**config.mk**
```make
export PLATFORM = sky130hd
export DESIGN_NAME = compass_self_test_pins
export DESIGN_NICKNAME = d
export VERILOG_FILES = /design/src/pkg/compass_pkg.sv /design/src/design/compass_self_test_pins.sv
export SDC_FILE = /design/constraint.sdc
export NUM_CORES = 1
export LEC_CHECK = 0
export BUFFER_PORTS_ARGS = -buffer_cell sky130_fd_sc_hd__clkbuf_2
export CORE_ASPECT_RATIO = 1.1
export CORE_MARGIN = 2
export CORE_UTILIZATION = 38
export DETAILED_ROUTE_END_ITERATION = 8
export SLEW_MARGIN = 0
export SYNTH_ARGS = -nofsm -noshare
export SYNTH_HDL_FRONTEND = slang
export SYNTH_SLANG_ARGS = --single-unit
```
**constraint.sdc**
```tcl
create_clock -name sys_clk -period 4.05 [get_ports sys_clk]
set_clock_uncertainty 0.15 [all_clocks]
set_input_delay 0.405 -clock sys_clk [delete_from_list [all_inputs] [get_ports sys_clk]]
set_output_delay 0.405 -clock sys_clk [all_outputs]
set_load 0.01 [all_outputs]
```
**src/pkg/compass_pkg.sv**
```systemverilog
/*
 pin-level sequencing constants and carriers for the three-axis sensor readout core.
 assumes a single 100 MHz clock and an analog front end that answers sample requests.
*/
package compass_pkg;
   // ****************
   // timing
   // ****************
   localparam int CLK_PERIOD_NS = 10;
   localparam int PULSE_LOW_US = 200;
   // more than the figure: one cycle beyond the exact count
   localparam int PULSE_LOW_CYC = (PULSE_LOW_US * 1000) / CLK_PERIOD_NS + 1;
   localparam int PULSE_CNT_W = 15;
   localparam int SAMPLE_W = 12;
   localparam int RESULT_W = 16;
   // pin synchroniser reset: chip select and data idle high, so no false select
   localparam logic [4:0] PIN_SYNC_IDLE = 5'h05;

   // ****************
   // measurement configuration codes
   // ****************
   localparam logic [1:0] MEAS_NORMAL = 2'h0;
   localparam logic [1:0] MEAS_POS_BIAS = 2'h1;
   localparam logic [1:0] MEAS_NEG_BIAS = 2'h2;

   typedef enum logic [6:0] {
      ST_IDLE = 7'h01,
      ST_SET = 7'h02,
      ST_SAMP1 = 7'h04,
      ST_PREP2 = 7'h08,
      ST_SAMP2 = 7'h10,
      ST_STORE = 7'h20,
      ST_DONE = 7'h40
   } seq_state_e;

   typedef struct packed {
      logic signed [SAMPLE_W-1:0] x;
      logic signed [SAMPLE_W-1:0] y;
      logic signed [SAMPLE_W-1:0] z;
   } axis_sample_s;

   typedef struct packed {
      logic signed [RESULT_W-1:0] x;
      logic signed [RESULT_W-1:0] y;
      logic signed [RESULT_W-1:0] z;
   } axis_result_s;
endpackage : compass_pkg

```
**src/design/compass_self_test_pins.sv**
```systemverilog
/*
 measurement sequencer, result register and pin steering of the sensor readout core.
 assumes the analog front end returns all three axis samples with sample_valid after a request,
 and that a serial engine elsewhere consumes the steered pin signals.
*/
`timescale 1ns/1ps
module compass_self_test_pins (
   // clock and reset
   input wire logic sys_clk,
   input wire logic rst_n,
   // pins
   input wire logic conv_trigger,
   input wire logic if_select,
   input wire logic chip_sel_n,
   input wire logic sclk_pin,
   input wire logic sdata_in,
   output logic sdata_out,
   output logic sdata_oe_n,
   output logic sdo_pin,
   output logic result_pulse_n,
   // configuration from the register block
   input wire logic [1:0] meas_config_bits,
   input wire logic three_wire_select,
   input wire logic meas_request,
   // serial engine side
   output logic i2c_mode,
   output logic ser_clk,
   output logic ser_data_in,
   output logic ser_select,
   input wire logic ser_tx_data,
   input wire logic ser_tx_en,
   // analog front end
   output logic strap_cap_drive,
   output logic strap_cap_pos,
   output logic bias_enable,
   output logic bias_negative,
   output logic sample_req,
   input wire logic sample_valid,
   input wire compass_pkg::axis_sample_s sample_in,
   // results
   output compass_pkg::axis_result_s result_out,
   output logic result_update
);
   import compass_pkg::*;

   // ****************
   // reset release and pin synchronisers
   // ****************
   logic [1:0] rst_sync_reg;
   logic rst_i_n;
   logic [4:0] pin_s1_reg, pin_s2_reg;
   always_ff @(posedge sys_clk or negedge rst_n) begin
      if (!rst_n) begin
         rst_sync_reg <= 2'h0;
      end else begin
         rst_sync_reg <= {rst_sync_reg[0], 1'b1};
      end
   end
   assign rst_i_n = rst_sync_reg[1];

   always_ff @(posedge sys_clk or negedge rst_i_n) begin
      if (!rst_i_n) begin
         pin_s1_reg <= PIN_SYNC_IDLE;
         pin_s2_reg <= PIN_SYNC_IDLE;
      end else begin
         pin_s1_reg <= {conv_trigger, if_select, chip_sel_n, sclk_pin, sdata_in};
         pin_s2_reg <= pin_s1_reg;
      end
   end

   // ****************
   // serial pin steering
   // ****************
   logic trig_s, sel_s, cs_n_s;
   assign trig_s = pin_s2_reg[4];
   assign sel_s = pin_s2_reg[3];
   assign cs_n_s = pin_s2_reg[2];
   assign i2c_mode = sel_s;
   assign ser_clk = pin_s2_reg[1];
   assign ser_data_in = pin_s2_reg[0];
   // chip select only qualifies SPI; in I2C it is held high and ignored
   assign ser_select = sel_s ? 1'b1 : !cs_n_s;

   logic sda_drive, sdo_drive;
   always_comb begin
      sda_drive = 1'b0;
      sdo_drive = 1'b0;
      if (sel_s) begin
         sda_drive = ser_tx_en && !ser_tx_data; // open drain in I2C
      end else if (!cs_n_s && ser_tx_en) begin
         if (three_wire_select) begin
            sda_drive = 1'b1;
         end else begin
            sdo_drive = 1'b1;
         end
      end
   end
   assign sdata_oe_n = !sda_drive;
   assign sdata_out = sel_s ? 1'b0 : ser_tx_data;
   assign sdo_pin = sdo_drive ? ser_tx_data : 1'b1;

   // ****************
   // measurement sequencer
   // ****************
   seq_state_e state_reg, state_next;
   logic trig_prev_reg, trig_prev_next;
   logic self_test_reg, self_test_next;
   logic neg_reg, neg_next;
   axis_sample_s first_reg, first_next;
   axis_result_s result_reg, result_next;
   logic update_reg, update_next;
   logic start;

   function automatic logic signed [RESULT_W-1:0] axis_calc(
      input logic signed [SAMPLE_W-1:0] a, input logic signed [SAMPLE_W-1:0] b,
      input logic halve);
      logic signed [RESULT_W-1:0] d;
      d = RESULT_W'(b) - RESULT_W'(a);
      axis_calc = halve ? (d >>> 1) : d;
   endfunction : axis_calc

   assign start = (trig_s && !trig_prev_reg) || meas_request;

   always_comb begin
      state_next = state_reg;
      trig_prev_next = trig_s;
      self_test_next = self_test_reg;
      neg_next = neg_reg;
      first_next = first_reg;
      result_next = result_reg;
      update_next = 1'b0;
      unique case (state_reg)
         ST_IDLE: begin
            if (start) begin
               self_test_next = (meas_config_bits == MEAS_POS_BIAS) ||
                                (meas_config_bits == MEAS_NEG_BIAS);
               neg_next = (meas_config_bits == MEAS_NEG_BIAS);
               state_next = ST_SET;
            end
         end
         ST_SET: state_next = ST_SAMP1;
         ST_SAMP1: begin
            if (sample_valid) begin
               first_next = sample_in;
               state_next = ST_PREP2;
            end
         end
         ST_PREP2: state_next = ST_SAMP2;
         ST_SAMP2: begin
            if (sample_valid) begin
               // self test: second - first, whole normal: (set - reset)/2
               result_next.x = self_test_reg ? axis_calc(first_reg.x, sample_in.x, 1'b0)
                                             : axis_calc(sample_in.x, first_reg.x, 1'b1);
               result_next.y = self_test_reg ? axis_calc(first_reg.y, sample_in.y, 1'b0)
                                             : axis_calc(sample_in.y, first_reg.y, 1'b1);
               result_next.z = self_test_reg ? axis_calc(first_reg.z, sample_in.z, 1'b0)
                                             : axis_calc(sample_in.z, first_reg.z, 1'b1);
               state_next = ST_STORE;
            end
         end
         ST_STORE: begin
            update_next = 1'b1;
            state_next = ST_DONE;
         end
         ST_DONE: state_next = ST_IDLE;
         default: state_next = ST_IDLE;
      endcase
   end

   always_ff @(posedge sys_clk or negedge rst_i_n) begin
      if (!rst_i_n) begin
         state_reg <= ST_IDLE;
         trig_prev_reg <= 1'b0;
         self_test_reg <= 1'b0;
         neg_reg <= 1'b0;
         first_reg <= '0;
         result_reg <= '0;
         update_reg <= 1'b0;
      end else begin
         state_reg <= state_next;
         trig_prev_reg <= trig_prev_next;
         self_test_reg <= self_test_next;
         neg_reg <= neg_next;
         first_reg <= first_next;
         result_reg <= result_next;
         update_reg <= update_next;
      end
   end

   // set pulse in ST_SET; reset pulse before the second normal sample
   assign strap_cap_drive = (state_reg == ST_SET) ||
                            (state_reg == ST_PREP2 && !self_test_reg);
   assign strap_cap_pos = (state_reg == ST_SET);
   assign bias_enable = self_test_reg && (state_reg == ST_PREP2 || state_reg == ST_SAMP2);
   assign bias_negative = neg_reg;
   assign sample_req = (state_reg == ST_SAMP1) || (state_reg == ST_SAMP2);
   assign result_out = result_reg;
   assign result_update = update_reg;

   // ****************
   // result pulse stretcher
   // ****************
   logic [PULSE_CNT_W-1:0] pcnt_reg, pcnt_next;
   always_comb begin
      pcnt_next = pcnt_reg;
      if (update_reg) begin
         pcnt_next = PULSE_CNT_W'(PULSE_LOW_CYC);
      end else if (pcnt_reg != '0) begin
         pcnt_next = pcnt_reg - 1'b1;
      end
   end
   always_ff @(posedge sys_clk or negedge rst_i_n) begin
      if (!rst_i_n) begin
         pcnt_reg <= '0;
      end else begin
         pcnt_reg <= pcnt_next;
      end
   end
   assign result_pulse_n = (pcnt_reg == '0);

   // ****************
   // checks
   // ****************
   // low-time counter, saturating so a stretched pulse cannot wrap
   logic [PULSE_CNT_W-1:0] low_cnt_reg, low_cnt_next;
   always_comb begin
      low_cnt_next = '0;
      if (!result_pulse_n) begin
         low_cnt_next = (low_cnt_reg == '1) ? low_cnt_reg : low_cnt_reg + 1'b1;
      end
   end
   always_ff @(posedge sys_clk or negedge rst_i_n) begin
      if (!rst_i_n) begin
         low_cnt_reg <= '0;
      end else begin
         low_cnt_reg <= low_cnt_next;
      end
   end

   pulse_start_a: assert property (@(posedge sys_clk) disable iff (!rst_i_n)
      update_reg |=> !result_pulse_n) else $error("pulse not started");
   pulse_len_a: assert property (@(posedge sys_clk) disable iff (!rst_i_n)
      $fell(result_pulse_n) |-> (pcnt_reg == PULSE_CNT_W'(PULSE_LOW_CYC)))
      else $error("pulse length wrong");
   pulse_width_a: assert property (@(posedge sys_clk) disable iff (!rst_i_n)
      $rose(result_pulse_n) |-> (low_cnt_reg >= PULSE_CNT_W'(PULSE_LOW_CYC)))
      else $error("pulse too short");
   pulse_high_a: assert property (@(posedge sys_clk) disable iff (!rst_i_n)
      result_pulse_n && !update_reg |=> result_pulse_n) else $error("pulse spurious");
   trig_start_a: assert property (@(posedge sys_clk) disable iff (!rst_i_n)
      (state_reg == ST_IDLE) && trig_s && !trig_prev_reg |=> state_reg == ST_SET)
      else $error("trigger ignored");
   sel_mode_a: assert property (@(posedge sys_clk) disable iff (!rst_i_n)
      i2c_mode |-> ser_select) else $error("i2c select wrong");
   cs_spi_a: assert property (@(posedge sys_clk) disable iff (!rst_i_n)
      !i2c_mode && cs_n_s |-> sdata_oe_n && sdo_pin) else $error("spi drives unselected");
   three_wire_a: assert property (@(posedge sys_clk) disable iff (!rst_i_n)
      !i2c_mode && three_wire_select && !cs_n_s && ser_tx_en |-> !sdata_oe_n)
      else $error("3-wire not driving");
   bias_seq_a: assert property (@(posedge sys_clk) disable iff (!rst_i_n)
      state_reg == ST_SET |-> strap_cap_drive && !bias_enable) else $error("set order");
   st_diff_a: assert property (@(posedge sys_clk) disable iff (!rst_i_n)
      state_reg == ST_SAMP2 && sample_valid && self_test_reg |=>
      result_reg.x == RESULT_W'($past(sample_in.x)) - RESULT_W'(first_reg.x))
      else $error("self test diff");
   config_pick_a: assert property (@(posedge sys_clk) disable iff (!rst_i_n)
      state_reg == ST_IDLE && start && meas_config_bits == MEAS_NORMAL |=> !self_test_reg)
      else $error("config ignored");
endmodule : compass_self_test_pins

```
==> flow_summary.yaml <==
sta:
  fmax_ghz: 0.332
  worst-slew-pin-transition_ps: 808
  timing.hold.ws_ps: 70.2
  slew_headroom: 0.459
  setup_slack_ps: 1040
  period_needed_ps: 3010
  hold_viol_final: 0
  setup_tns_ps: 0
  setup_viol: 0
  grt_setup_unrepaired: "no"
  period_share: 0.744
  finalMaxSlewViolations: 0
yosys:
  synth-edff-count: 0
  synth_top_area_frac: 0.329
  synth_area_leaders: "dfrtp_1, ha_1, o21ai_0, nand2_1, inv_1"
  synthDistinctLibCells: 69
  yosys.area.top_type: "dfrtp_1"
  postSynthNetCount: 1098
  postSynthCellCount: 968
  ys_warn_count: 0
  ys_ff_latch: 113
  synth-seq-area-share: 0.345
  synthFlopType: "dfrtp_1"
  synth.avg_cell_area_um2: 8.48
  syn-cell-area_um2: 8210
  async_flop_share: 1.00
final_layout:
  diodes: 0
  layout_common_cells: "clkbuf_2, dfrtp_1, nand2_1"
  largest_reg_flops: 39
  fin_nets: 1186
  fillers: 2170
  syn_to_final_growth_pct: 17.0
  mostFrequentLayoutCell: "clkbuf_2"
  drive_above_1_share: 0.163
floorplan:
  start_util: 0.385
  ioPinCount: 112
  coreArea_um2: 21300
  std_cell_rows: 56
  fp.dieW_um: 144
  die-area_um2: 22800
  die_height_um: 158
critical_path:
  r2r_cells: 7
  crit_fanout: 6
  arrival_ps: 2460
  crit_buf_inv: 2
  max_stage_delay_ps: 540
  crit_family: "simple AND/OR/NAND/NOR gates"
  crit_type: "reg -> out"
  cp.depth: 5
  end_kind: "output port"
  path_cells: "or4_4 -> or4b_4 -> or2_1 -> inv_2 -> clkbuf_2"
  cp-start-kind: "flip-flop"
  worst_ep_required_time_ps: 3490
  cpMaxStageDelayCell: "or4_4"
routing:
  post_drt_wl_per_cell_um: 15.2
  routed_wl_mm: 20.6
  vias: 7008
  drt-vias-per-instance: 5.16
  ant_nets: 0
  dr.pass1.iters: 5
  drtIter0Drc: 554
  drc: 0
cts:
  cts-htree-levels: 4
  cts_buffers: 17
  clk_path_buf_depth: 2
  cts_sinks: 113
  clockRootBuffer: "clkbuf_16"
  clkLatencyLatePin_ps: 420
  clkTransAtPathRegs_ps: 60
  cts_tree: "done"
global_route:
  grt_pass1_wl_mm: 33.7
  grt_pass1_vias: 6761
  antenna_found_initial: 0
  groute.usage.overall: 0.189
  grt_max_degree: 74
  globalRouteOverflowTotal: 0
power_and_ir_drop:
  fin_total_pwr_w: 0.00732
  vdd_drop_max_mv: 0.357
  power_frac_comb: 0.527
  switchingPower_w: 0.00313
  p_clk_frac: 0.212
  p_leak_nw: 4.65
  power_density_nw_per_um2: 761
  seqPwrFrac: 0.262
  switching_share: 0.428
  p_int_w: 0.00418
run_status:
  status: "finished, final reports clean"
min_path:
  min_path_cells: 3
  min_path_type: "in -> reg"
placement:
  portBuffers: 111
  gp_congestion: 0.860
  dpl.hpwl_mm: 14.9
  dp_slack_ps: 1160
job:
  maxCapViolCount: 0
==> final timing paths <==
| path | from | end | slack, ps |
|---|---|---|---|
| worst max-delay path | pcnt_reg[3]$_DFFE_PN0P_ | result_pulse_n | 1040 |
| worst min-delay path | sample_in[17] | first_reg[17]$_DFFE_PN0P_ | 70 |
| worst max register to register | first_reg[17]$_DFFE_PN0P_ | result_out[27]$_DFFE_PN0P_ | 1300 |
| worst min register to register | pin_s1_reg[1]$_DFF_PN0_ | pin_s2_reg[1]$_DFF_PN0_ | 200 |
| max in group asynchronous | rst_sync_reg[1]$_DFF_PN0_ | pin_s1_reg[2]$_DFF_PN1_ | 2630 |
| min in group asynchronous | rst_n | rst_sync_reg[1]$_DFF_PN0_ | 150 |
==> power by group through the flow <==
stage / registers (W) / clock network (W) / logic (W)
floorplan: 0.00192 / 0 / 0.00282
global placement: 0.00193 / 0 / 0.00381
detailed placement: 0.00193 / 0 / 0.00383
CTS: 0.00192 / 0.00158 / 0.00386
global route: 0.00198 / 0.00163 / 0.00435
finish: 0.00191 / 0.00155 / 0.00385
==> stage by stage <==
| step | std cells | area, µm² | util |
|---|---|---|---|
| after floorplan | 968 | 8210 | - |
| after global placement | 1321 | 8950 | 0.420 |
| after detailed placement | 1321 | 8950 | 0.420 |
| after CTS | 1359 | 9610 | 0.451 |
| after global routing | 1359 | 9610 | 0.451 |
| final | 1359 | 9610 | 0.451 |
==> area by class of cell <==
cell class	count	area, µm²	share of cell area
multi-input cells	703	4770	0.496
well taps	290	363	0.0378
flip-flops and latches	113	2840	0.295
repair buffers	126	683	0.0711
clock inverters	10	134	0.0139
clock buffers	22	464	0.0483
inverters	95	357	0.0371
==> logic make-up after synthesis <==
kind of cell / count (synthesis) / synth area share
AND/OR/NAND/NOR: 297 / 0.178
AO/OA/AOI/OAI: 267 / 0.210
buffers and inverters: 152 / 0.0745
flip-flops: 113 / 0.345
adder cells (fa/ha/maj): 80 / 0.127
XOR/XNOR: 46 / 0.0491
multiplexers: 12 / 0.0155
other: 1 / 0.000457
==> layer usage <==
metal  up-vias  part of all wire  global-route usage
li1       3517                 -                   -
met1      3290              0.46               0.251
met2       176              0.47               0.312
met3        25             0.045              0.0369
met4         0             0.017              0.0536
met5         -                 0                   0
==> timing repair <==
| item | CTS | global route |
|---|---|---|
| hold endpoints to repair | 7 | 0 |
| buffers inserted | 0 | 0 |
| resized for setup | 0 | 0 |
| endpoints found under the setup margin | 0 | 0 |
| hold buffers | 6 | 0 |
==> synthesized netlist by cell type (5+ instances only) <==
| master | instances |
|---|---|
| nor2b_1 | 13 |
| buf_4 | 9 |
| fa_1 | 6 |
| o2111ai_1 | 5 |
| and3_1 | 6 |
| mux2_2 | 6 |
| o31a_1 | 5 |
| inv_1 | 93 |
| a21o_1 | 17 |
| or3_1 | 11 |
| o21bai_1 | 8 |
| mux2i_1 | 6 |
| nand4_1 | 5 |
| ha_1 | 74 |
| nor2_1 | 67 |
| nor3_1 | 17 |
| a31oi_1 | 12 |
| a21oi_1 | 46 |
| dfstp_2 | 5 |
| nor4_1 | 5 |
| nand2_1 | 101 |
| nor3b_1 | 5 |
| nand2b_1 | 33 |
| nand3_1 | 11 |
| o21a_1 | 11 |
| dfrtp_1 | 108 |
| o211ai_1 | 10 |
| xor2_1 | 12 |
| o21ai_0 | 92 |
| a211oi_1 | 13 |
| clkbuf_1 | 45 |
| xnor2_1 | 34 |
| a311oi_1 | 5 |
==> worst reg2reg max path: cells and delay by family (launching register included) <==
| kind | cells | cell delay (ps) |
|---|---|---|
| adders and majority gates | 1 | 420 |
| DFF | 1 | 380 |
| and+or+nand+nor | 1 | 290 |
| AOI/OAI and AO/OA | 5 | 1420 |
(Power assumes the default switching activity.)
